**src/hw/spb_defines.svh**
```systemverilog
// register offsets, reset values, masks and bit positions for the serial pin port block
`ifndef SPB_DEFINES_SVH
`define SPB_DEFINES_SVH
`define SPB_OFS_PORT_CTL 8'h00
`define SPB_OFS_PORT_DAT 8'h04
`define SPB_OFS_BIT_RATE 8'h08
`define SPB_OFS_SER_CTL 8'h0C
`define SPB_OFS_SER_MODE 8'h10
`define SPB_RST_PORT_CTL 16'hA888
`define SPB_RST_PORT_DAT 8'h00
`define SPB_RST_BIT_RATE 8'hFF
`define SPB_RST_SER_CTL 8'h00
`define SPB_RST_SER_MODE 8'h00
`define SPB_DAT_WR_MASK 8'h7F
`define SPB_PRE_MASK_N1 6'h03
`define SPB_PRE_MASK_N2 6'h0F
`define SPB_PRE_MASK_N3 6'h3F
`define SPB_SCTL_TE 5
`define SPB_SCTL_RE 4
`define SPB_SCTL_CLOCK_ENABLE_HI 1
`define SPB_SCTL_CLOCK_ENABLE_LO 0
`define SPB_SMOD_SYNC 7
`define SPB_RESP_OKAY 2'h0
`define SPB_RESP_SLVERR 2'h2
`endif

```
**src/hw/spb_pkg.sv**
```systemverilog
// types shared by the serial pin port block
package spb_pkg;
  typedef enum logic [1:0] {
    SPB_PIN_OFF = 2'b00,
    SPB_PIN_OUT = 2'b01,
    SPB_PIN_IN = 2'b10,
    SPB_PIN_IN_ALT = 2'b11
  } spb_pin_mode_e;
endpackage

```
**src/hw/spb_top.sv**
```systemverilog
// serial pin port control and bit rate generator with an axi4-lite slave
//
// Summary of operation
// - only low control and data bits steer pins
// - clock mode: 00 off, 01 drive, 10 read
// - clock mode resets to input, code 10
// - output drives clock bit; input reads pin
// - clock bit: 0 low, 1 high, reset 0
// - break mode 01 drives break bit onto txd
// - receive enable makes break bit read rxd
// - break bit reset value is not guaranteed
// - eight-bit rate register with clock select
// - rate register always readable, writable only outside standby
// - rate register all ones on reset, standby
// - one generator and register per channel
// - divider follows source clock, rate, factor
// - divider 0 to 255, source n 0-3
`timescale 1ns/1ps
`default_nettype none
`include "spb_defines.svh"
module spb_top
  import spb_pkg::*;
(
  input wire logic aclk, // system clock 50 mhz
  input wire logic aresetn, // sync reset, active low
  input wire logic standby, // standby entry level
  input wire logic module_standby, // module standby level
  input wire logic [7:0] s_axi_awaddr, // write address
  input wire logic s_axi_awvalid, // write address valid
  output logic s_axi_awready, // write address ready
  input wire logic [31:0] s_axi_wdata, // write data
  input wire logic [3:0] s_axi_wstrb, // write byte strobes
  input wire logic s_axi_wvalid, // write data valid
  output logic s_axi_wready, // write data ready
  output logic [1:0] s_axi_bresp, // write response
  output logic s_axi_bvalid, // write response valid
  input wire logic s_axi_bready, // write response ready
  input wire logic [7:0] s_axi_araddr, // read address
  input wire logic s_axi_arvalid, // read address valid
  output logic s_axi_arready, // read address ready
  output logic [31:0] s_axi_rdata, // read data
  output logic [1:0] s_axi_rresp, // read response
  output logic s_axi_rvalid, // read data valid
  input wire logic s_axi_rready, // read data ready
  input wire logic sck_in, // clock pin level
  output logic sck_out, // clock pin drive value
  output logic sck_oe, // clock pin drive enable
  input wire logic rxd_in, // receive pin level
  output logic txd_out, // transmit pin break value
  output logic txd_oe, // transmit pin break enable
  output logic brg_tick // one pulse per bit rate period
);
  // register storage
  logic [15:0] port_ctl_reg; // serial_pin_port_control
  logic [7:0] port_dat_reg; // serial_pin_port_data
  logic [7:0] bit_rate_reg; // bit_rate_divider
  logic [7:0] ser_ctl_reg; // serial_control_reg copy
  logic [7:0] ser_mode_reg; // serial_mode_reg copy
  // write channel state
  logic aw_held_reg; // address taken, waiting
  logic w_held_reg; // data taken, waiting
  logic [7:0] aw_addr_reg; // held write address
  logic [31:0] w_data_reg; // held write data
  logic [3:0] w_strb_reg; // held strobes
  logic bvalid_reg; // response pending
  logic [1:0] bresp_reg; // response code
  logic rvalid_reg; // read data pending
  logic [31:0] rdata_reg; // read data
  logic [1:0] rresp_reg; // read response code
  // generator state
  logic [5:0] pre_cnt_reg; // source prescaler
  logic [7:0] brg_cnt_reg; // divider counter
  logic brg_tick_reg; // tick pulse
  logic sck_out_reg; // clock pin value
  logic sck_oe_reg; // clock pin enable
  logic txd_out_reg; // break value
  logic txd_oe_reg; // break enable
  // decoded controls
  logic aw_hs, w_hs, wr_do, ar_hs; // handshakes
  logic wr_ok; // write address mapped
  logic stby; // any standby
  logic src_en; // selected source edge
  logic br_wr; // rate register written
  logic [7:0] rd_val; // read mux value
  logic rd_ok; // read address mapped
  spb_pin_mode_e ck_mode, bk_mode; // pin modes
  assign stby = standby | module_standby;
  assign ck_mode = spb_pin_mode_e'(port_ctl_reg[3:2]);
  assign bk_mode = spb_pin_mode_e'(port_ctl_reg[1:0]);
  assign aw_hs = s_axi_awvalid & s_axi_awready;
  assign w_hs = s_axi_wvalid & s_axi_wready;
  assign ar_hs = s_axi_arvalid & s_axi_arready;
  // write happens once both halves are held
  assign wr_do = aw_held_reg & w_held_reg & ~bvalid_reg;
  assign wr_ok = (aw_addr_reg == `SPB_OFS_PORT_CTL) || (aw_addr_reg == `SPB_OFS_PORT_DAT) ||
                 (aw_addr_reg == `SPB_OFS_BIT_RATE) || (aw_addr_reg == `SPB_OFS_SER_CTL) ||
                 (aw_addr_reg == `SPB_OFS_SER_MODE);
  assign br_wr = wr_do & (aw_addr_reg == `SPB_OFS_BIT_RATE) & w_strb_reg[0];
  assign s_axi_awready = ~aw_held_reg;
  assign s_axi_wready = ~w_held_reg;
  assign s_axi_arready = ~rvalid_reg;
  assign s_axi_bvalid = bvalid_reg;
  assign s_axi_bresp = bresp_reg;
  assign s_axi_rvalid = rvalid_reg;
  assign s_axi_rdata = rdata_reg;
  assign s_axi_rresp = rresp_reg;
  assign sck_out = sck_out_reg;
  assign sck_oe = sck_oe_reg;
  assign txd_out = txd_out_reg;
  assign txd_oe = txd_oe_reg;
  assign brg_tick = brg_tick_reg;

  // capture write address and data in either order
  always_ff @(posedge aclk) begin
    if (!aresetn) begin
      aw_held_reg <= 1'b0;
      w_held_reg <= 1'b0;
      aw_addr_reg <= 8'h00;
      w_data_reg <= 32'h0000_0000;
      w_strb_reg <= 4'h0;
    end else begin
      if (aw_hs) begin
        aw_held_reg <= 1'b1;
        aw_addr_reg <= {s_axi_awaddr[7:2], 2'b00};
      end else if (wr_do) begin
        aw_held_reg <= 1'b0;
      end
      if (w_hs) begin
        w_held_reg <= 1'b1;
        w_data_reg <= s_axi_wdata;
        w_strb_reg <= s_axi_wstrb;
      end else if (wr_do) begin
        w_held_reg <= 1'b0;
      end
    end
  end

  // write response, slverr for unmapped offsets
  always_ff @(posedge aclk) begin
    if (!aresetn) begin
      bvalid_reg <= 1'b0;
      bresp_reg <= `SPB_RESP_OKAY;
    end else if (wr_do) begin
      bvalid_reg <= 1'b1;
      bresp_reg <= wr_ok ? `SPB_RESP_OKAY : `SPB_RESP_SLVERR;
    end else if (s_axi_bready) begin
      bvalid_reg <= 1'b0;
    end
  end

  // register writes by byte lane
  always_ff @(posedge aclk) begin
    if (!aresetn) begin
      port_ctl_reg <= `SPB_RST_PORT_CTL;
      port_dat_reg <= `SPB_RST_PORT_DAT;
      ser_ctl_reg <= `SPB_RST_SER_CTL;
      ser_mode_reg <= `SPB_RST_SER_MODE;
    end else if (wr_do) begin
      case (aw_addr_reg)
        `SPB_OFS_PORT_CTL: begin
          if (w_strb_reg[0]) port_ctl_reg[7:0] <= w_data_reg[7:0];
          if (w_strb_reg[1]) port_ctl_reg[15:8] <= w_data_reg[15:8];
        end
        `SPB_OFS_PORT_DAT: begin
          // top bit stays read-only
          if (w_strb_reg[0]) port_dat_reg <= w_data_reg[7:0] & `SPB_DAT_WR_MASK;
        end
        `SPB_OFS_SER_CTL: begin
          if (w_strb_reg[0]) ser_ctl_reg <= w_data_reg[7:0];
        end
        `SPB_OFS_SER_MODE: begin
          if (w_strb_reg[0]) ser_mode_reg <= w_data_reg[7:0];
        end
        default: begin
          // other offsets store nothing
        end
      endcase
    end
  end

  // rate register, forced to all ones by standby
  always_ff @(posedge aclk) begin
    if (!aresetn) begin
      bit_rate_reg <= `SPB_RST_BIT_RATE;
    end else if (stby) begin
      bit_rate_reg <= `SPB_RST_BIT_RATE;
    end else if (br_wr) begin
      bit_rate_reg <= w_data_reg[7:0];
    end
  end

  // read value mux with live pin levels
  always_comb begin
    rd_val = 8'h00;
    rd_ok = 1'b1;
    case ({s_axi_araddr[7:2], 2'b00})
      `SPB_OFS_PORT_CTL: rd_val = 8'h00;
      `SPB_OFS_PORT_DAT: begin
        rd_val = port_dat_reg;
        // input modes return clock pin level
        if (ck_mode == SPB_PIN_IN || ck_mode == SPB_PIN_IN_ALT) rd_val[1] = sck_in;
        // receive enable returns receive pin level
        if (ser_ctl_reg[`SPB_SCTL_RE]) rd_val[0] = rxd_in;
      end
      `SPB_OFS_BIT_RATE: rd_val = bit_rate_reg;
      `SPB_OFS_SER_CTL: rd_val = ser_ctl_reg;
      `SPB_OFS_SER_MODE: rd_val = ser_mode_reg;
      default: rd_ok = 1'b0;
    endcase
  end

  // read channel, answer one cycle after address
  always_ff @(posedge aclk) begin
    if (!aresetn) begin
      rvalid_reg <= 1'b0;
      rdata_reg <= 32'h0000_0000;
      rresp_reg <= `SPB_RESP_OKAY;
    end else if (ar_hs) begin
      rvalid_reg <= 1'b1;
      rresp_reg <= rd_ok ? `SPB_RESP_OKAY : `SPB_RESP_SLVERR;
      if ({s_axi_araddr[7:2], 2'b00} == `SPB_OFS_PORT_CTL)
        rdata_reg <= {16'h0000, port_ctl_reg};
      else
        rdata_reg <= {24'h00_0000, rd_val};
    end else if (s_axi_rready) begin
      rvalid_reg <= 1'b0;
    end
  end

  // pin drivers, registered one cycle behind the registers
  always_ff @(posedge aclk) begin
    if (!aresetn) begin
      sck_out_reg <= 1'b0;
      sck_oe_reg <= 1'b0;
      txd_out_reg <= 1'b0;
      txd_oe_reg <= 1'b0;
    end else begin
      sck_oe_reg <= (ck_mode == SPB_PIN_OUT);
      sck_out_reg <= port_dat_reg[1];
      txd_oe_reg <= (bk_mode == SPB_PIN_OUT);
      txd_out_reg <= port_dat_reg[0];
    end
  end

  // source select: n 0..3 is div 1, 4, 16, 64
  always_comb begin
    case (ser_mode_reg[1:0])
      2'b00: src_en = 1'b1;
      2'b01: src_en = (pre_cnt_reg & `SPB_PRE_MASK_N1) == `SPB_PRE_MASK_N1;
      2'b10: src_en = (pre_cnt_reg & `SPB_PRE_MASK_N2) == `SPB_PRE_MASK_N2;
      default: src_en = (pre_cnt_reg & `SPB_PRE_MASK_N3) == `SPB_PRE_MASK_N3;
    endcase
  end

  // divider: n+1 source edges per tick, restart on write
  always_ff @(posedge aclk) begin
    if (!aresetn) begin
      pre_cnt_reg <= 6'h00;
      brg_cnt_reg <= 8'h00;
      brg_tick_reg <= 1'b0;
    end else if (stby || br_wr) begin
      pre_cnt_reg <= 6'h00;
      brg_cnt_reg <= 8'h00;
      brg_tick_reg <= 1'b0;
    end else begin
      pre_cnt_reg <= pre_cnt_reg + 6'h01;
      brg_tick_reg <= 1'b0;
      if (src_en) begin
        if (brg_cnt_reg == bit_rate_reg) begin
          brg_cnt_reg <= 8'h00;
          brg_tick_reg <= 1'b1;
        end else begin
          brg_cnt_reg <= brg_cnt_reg + 8'h01;
        end
      end
    end
  end

  // checks on design behaviour
  AST_CK_DRIVE: assert property (@(posedge aclk) disable iff (!aresetn)
    (ck_mode == SPB_PIN_OUT) |=> (sck_oe && sck_out == $past(port_dat_reg[1])))
    else $error("clock pin not driven in output mode");
  AST_CK_QUIET: assert property (@(posedge aclk) disable iff (!aresetn)
    (ck_mode != SPB_PIN_OUT) |=> !sck_oe)
    else $error("clock pin driven outside output mode");
  AST_CTL_RESET: assert property (@(posedge aclk)
    $rose(aresetn) |-> (port_ctl_reg == `SPB_RST_PORT_CTL && !sck_oe && !txd_oe))
    else $error("control reset value wrong");
  AST_BRK_DRIVE: assert property (@(posedge aclk) disable iff (!aresetn)
    txd_oe == $past(aresetn && bk_mode == SPB_PIN_OUT))
    else $error("break enable mismatch");
  AST_RX_READ: assert property (@(posedge aclk) disable iff (!aresetn)
    (ar_hs && {s_axi_araddr[7:2], 2'b00} == `SPB_OFS_PORT_DAT && ser_ctl_reg[`SPB_SCTL_RE])
    |=> (rdata_reg[0] == $past(rxd_in) && rdata_reg[7] == 1'b0))
    else $error("break bit read not receive pin");
  AST_BR_STBY: assert property (@(posedge aclk) disable iff (!aresetn)
    stby |=> (bit_rate_reg == `SPB_RST_BIT_RATE && brg_cnt_reg == 8'h00))
    else $error("rate register not set by standby");
  AST_BR_WRITE: assert property (@(posedge aclk) disable iff (!aresetn)
    (br_wr && !stby) |=> (bit_rate_reg == $past(w_data_reg[7:0]) && brg_cnt_reg == 8'h00))
    else $error("rate register write lost");
  AST_TICK: assert property (@(posedge aclk) disable iff (!aresetn)
    (src_en && brg_cnt_reg == bit_rate_reg && !stby && !br_wr)
    |=> (brg_tick && brg_cnt_reg == 8'h00))
    else $error("tick not raised at terminal count");
  // a zero divider at full source rate ticks every cycle, so a zero divider is left out here at every source rate
  AST_TICK_ONE: assert property (@(posedge aclk) disable iff (!aresetn)
    (brg_tick && bit_rate_reg != 8'h00) |=> !brg_tick)
    else $error("tick longer than one cycle");
  AST_FAST_TICK: assert property (@(posedge aclk) disable iff (!aresetn)
    (brg_tick && ser_mode_reg[1:0] == 2'b00 && bit_rate_reg == 8'h01 && !stby && !br_wr)
    ##1 (ser_mode_reg[1:0] == 2'b00 && bit_rate_reg == 8'h01 && !stby && !br_wr)
    |-> !brg_tick ##1 brg_tick)
    else $error("tick period wrong for n zero");
  AST_BRESP: assert property (@(posedge aclk) disable iff (!aresetn)
    wr_do |=> s_axi_bvalid)
    else $error("write response missing");
  COV_CK_OUT: cover property (@(posedge aclk) disable iff (!aresetn) $rose(sck_oe));
  COV_BREAK: cover property (@(posedge aclk) disable iff (!aresetn) $rose(txd_oe));
  COV_TICK: cover property (@(posedge aclk) disable iff (!aresetn) brg_tick);
  COV_STBY: cover property (@(posedge aclk) disable iff (!aresetn) $rose(stby));
endmodule // spb_top
`default_nettype wire

```
**config.mk**
```make
export PLATFORM = sky130hd
export DESIGN_NAME = spb_top
export DESIGN_NICKNAME = d
export VERILOG_FILES = /design/src/hw/spb_pkg.sv /design/src/hw/spb_top.sv
export VERILOG_INCLUDE_DIRS = /design/src /design/src/hw
export SDC_FILE = /design/constraint.sdc
export NUM_CORES = 1
export LEC_CHECK = 0
export ABC_AREA = 1
export BUFFER_PORTS_ARGS = -buffer_cell sky130_fd_sc_hd__buf_2
export CAP_MARGIN = 20
export CORE_UTILIZATION = 58
export DETAILED_ROUTE_END_ITERATION = 8
export PLACE_DENSITY = 0.95
export SLEW_MARGIN = 20
export SYNTH_ARGS = -nofsm -noshare
export SYNTH_HDL_FRONTEND = slang
export SYNTH_SLANG_ARGS = --single-unit
```
**constraint.sdc**
```tcl
create_clock -name aclk -period 2.96 [get_ports aclk]
set_input_delay 0 -clock aclk [delete_from_list [all_inputs] [get_ports aclk]]
set_output_delay 0 -clock aclk [all_outputs]
set_load 0.01 [all_outputs]
```
==> summary.txt <==
Layout
  • Area of the multi-input gates: 0.00228 sq mm
  • Area Growth Syn to Fin: 16.1%
  • Share of cells above drive strength 1: 17.5%
  • Fin util: 70.0%
  • Final nets: 781
  • Register area: 0.00224 sq mm
  • Final Instance Area: 0.00578 sq mm
  • Layout fillers: 610
  • Non-Filler Instances: 826
  • Diode count: 0

Setup path
  • Slowest-stage cell, CP: clkinv_1
  • WP data required: 3190 ps
  • CP Max Fanout: 26
  • Crit start category: flop
  • Max stage delay on crit path: 580 ps
  • WS Path Type: flop to flop
  • Worst path cell trace: inv_1, nand2_2, clkinv_1, o21ai_0, a21oi_1
  • CP endpoint kind: flop
  • Critical Path AT: 2200 ps

Clock network
  • Root buffer cell: clkbuf_8
  • CTS Buf Count: 9
  • TritonCTS clock tree: yes
  • H-tree depth: 3
  • Clk Latency, worst-skew pair: 370 ps
  • Clock Sinks: 112
  • Clk buf depth: 2
  • Clock-pin slew on the worst setup and hold paths: 100 ps

Detailed routing
  • # DRC: 0
  • Detail Route Antenna Nets: 0
  • DRT Pass-1 Iters: 5
  • Via density: 5.60
  • Iter 0 DRT Violations: 434
  • Wire length per cell: 14.7 um
  • Final WL: 12100 um
  • Via count: 4628

STA
  • Rel. slew slack: 55.7%
  • Post-route setup TNS: 0 ps
  • Final hold violation count: 0
  • Layout Skew: 12.7 ps
  • Worst Max-Slew Pin Slew: 660 ps
  • Minimum hold slack: 41.7 ps
  • Final-report setup violation count: 0
  • Final period utilization: 66.7%
  • Setup ws final: 987 ps
  • RSZ-0062 raised after global routing: false
  • Pins over their slew limit: 0
  • FMAX: 507 MHz
  • Min cycle time layout: 1970 ps

Floorplan
  • Die Ht: 94.7 um
  • DIE WIDTH: 94.7 um
  • Die area: 0.00896 sq mm
  • Std-Cell Rows: 33
  • Num ports: 109
  • Core area: 0.00826 sq mm
  • Initial Utilization: 60.3%

Run
  • MaxCap Viol Count: 0

Global route
  • Via count of the first global-routing pass: 4242
  • First-pass GRT wire length: 19600 um
  • Congestion Overflow GR: 0
  • GR Util All Layers: 27.8%
  • Initial antenna violation count: 0
  • Pin count of the biggest net entering global routing: 71

Placement
  • Final GP Congestion: 0.889
  • Port buffer count: 68
  • Place WS: 1230 ps
  • Placed Cells: 780
  • DP Area: 0.00526 sq mm
  • Dpl hpwl: 7830 um

Power
  • Clock power frac: 34.7%
  • Net Sw Frac: 26.1%
  • NetSw: 0.757 mW
  • Overall Power: 2.90 mW
  • Pleak: 2.64 nW
  • Comb pwr share: 10.9%
  • Power per Cell Area: 502 mW/mm^2
  • P_int: 2.15 mW
  • Peak VDD IR: 0.398 mV
  • Sequential power share: 54.5%

Yosys
  • Synth Area per Inst: 7.93 sq um
  • Area contributors post-synth: dfxtp_1 (45%), nand2_1 (7.2%), nor2_1 (6.1%)
  • Synthesized area: 0.00498 sq mm
  • YS warnings: 0
  • Top-area cell type share of the netlist area: 45.0%
  • Largest area contributor in the netlist: dfxtp_1
  • Post-synthesis sequential element count: 112
  • Syn Inst Count: 628
  • Sequential share of the synthesized area: 45.0%
  • Library cells used by synthesis: 44

Worst hold path
  • Worst Hold Class: primary input to flop

Status
  • Status: finished clean
-- layout make-up --
cell class / count / area share [%]
Clock inverter: 7 / 1.73
Tap cell: 105 / 2.27
Timing Repair Buffer: 100 / 11.3
Inverter: 64 / 4.24
Clock buffer: 9 / 2.14
Sequential cell: 112 / 38.8
Multi-Input combinational cell: 429 / 39.5
-- placed cells by master (no fill, tap or decap), drive strengths merged --
cell type | Yosys | final
xnor2 | 8 | 8
clkbuf | 10 | 9
nor2 | 93 | 93
nor4 | 1 | 1
o21ai | 55 | 55
and3 | 2 | 2
a211oi | 7 | 7
o21a | 1 | 1
inv | 63 | 66
a21oi | 53 | 53
clkinv | 1 | 3
conb | 1 | 18
dfxtp | 112 | 112
o21bai | 8 | 8
a31oi | 1 | 1
o211a | 1 | 1
bufinv | 0 | 2
xor2 | 4 | 4
nand4 | 17 | 17
buf | 30 | 70
dlygate4sd3 | 0 | 30
nand3 | 36 | 36
nand2 | 103 | 103
o211ai | 10 | 10
ha | 2 | 2
nor3 | 7 | 7
nor3b | 1 | 1
a31o | 1 | 1
-- what timing repair did --
action / in CTS / in global routing
buffers inserted: 0 / 0
endpoints found under the hold margin: 35 / 0
gates resized for setup: 0 / 0
hold buffers: 30 / 0
-- cell usage after synthesis, drive strengths merged --
| library cell | count |
|---|---|
| inv | 63 |
| nand3 | 36 |
| xor2 | 4 |
| a21oi | 53 |
| nor4 | 1 |
| nand4 | 17 |
| o211ai | 10 |
| a31oi | 1 |
| o21bai | 8 |
| nor2 | 93 |
| nand2 | 103 |
| a211oi | 7 |
| conb | 1 |
| nor3b | 1 |
| clkbuf | 10 |
| o21ai | 55 |
| o21a | 1 |
| o211a | 1 |
| buf | 30 |
| xnor2 | 8 |
| clkinv | 1 |
| dfxtp | 112 |
| and3 | 2 |
| nor3 | 7 |
| ha | 2 |
| a31o | 1 |
-- kinds of logic after synthesis --
family / after synthesis / share of synthesized area [%]
AND/OR/NAND/NOR: 260 / 26.2
AO/OA/AOI/OAI: 137 / 15.6
flip-flops: 112 / 45.0
buffers and inverters: 104 / 10.4
XOR/XNOR: 12 / 2.11
adder cells (fa/ha/maj): 2 / 0.502
other: 1 / 0.0753
-- worst max-delay path, delay by kind of cell (launching register included) --
family,cells,cell delay [ps]
buffers and inverters,2,660
AO/OA/AOI/OAI,2,640
AND/OR/NAND/NOR,1,180
flip-flops,1,350
-- final timing paths --
kind,start,cells past startpoint,slack [ps],end
setup / recovery,s_axi_rvalid$_SDFFE_PN0P_,5,990,s_axi_rdata[11]$_SDFFE_PN0P_
hold / removal,s_axi_arvalid,4,40,s_axi_rdata[2]$_SDFFE_PN0P_
setup reg to reg,s_axi_rvalid$_SDFFE_PN0P_,5,990,s_axi_rdata[11]$_SDFFE_PN0P_
hold reg to reg,port_dat_reg[1]$_SDFFE_PN0P_,2,430,sck_out$_SDFF_PN0_
-- metal layers --
metal	part of all wire, %	vias up	GRT usage [%]
li1	-	2205	-
met1	41	2167	34.9
met2	50	235	47.7
met3	8.0	21	6.12
met4	1.5	0	8.33
met5	0	-	0
-- power by group through the flow --
stage / Sequential, mW / Clock, mW / Combinational [mW]
3_5_place_dp: 1.61 / 0 / 0.274
2_1_floorplan: 1.61 / 0 / 0.207
6_report: 1.58 / 1.01 / 0.315
5_1_grt: 1.59 / 1.06 / 0.344
3_3_place_gp: 1.61 / 0 / 0.263
4_1_cts: 1.58 / 1.01 / 0.308
(Power assumes the default switching activity.)
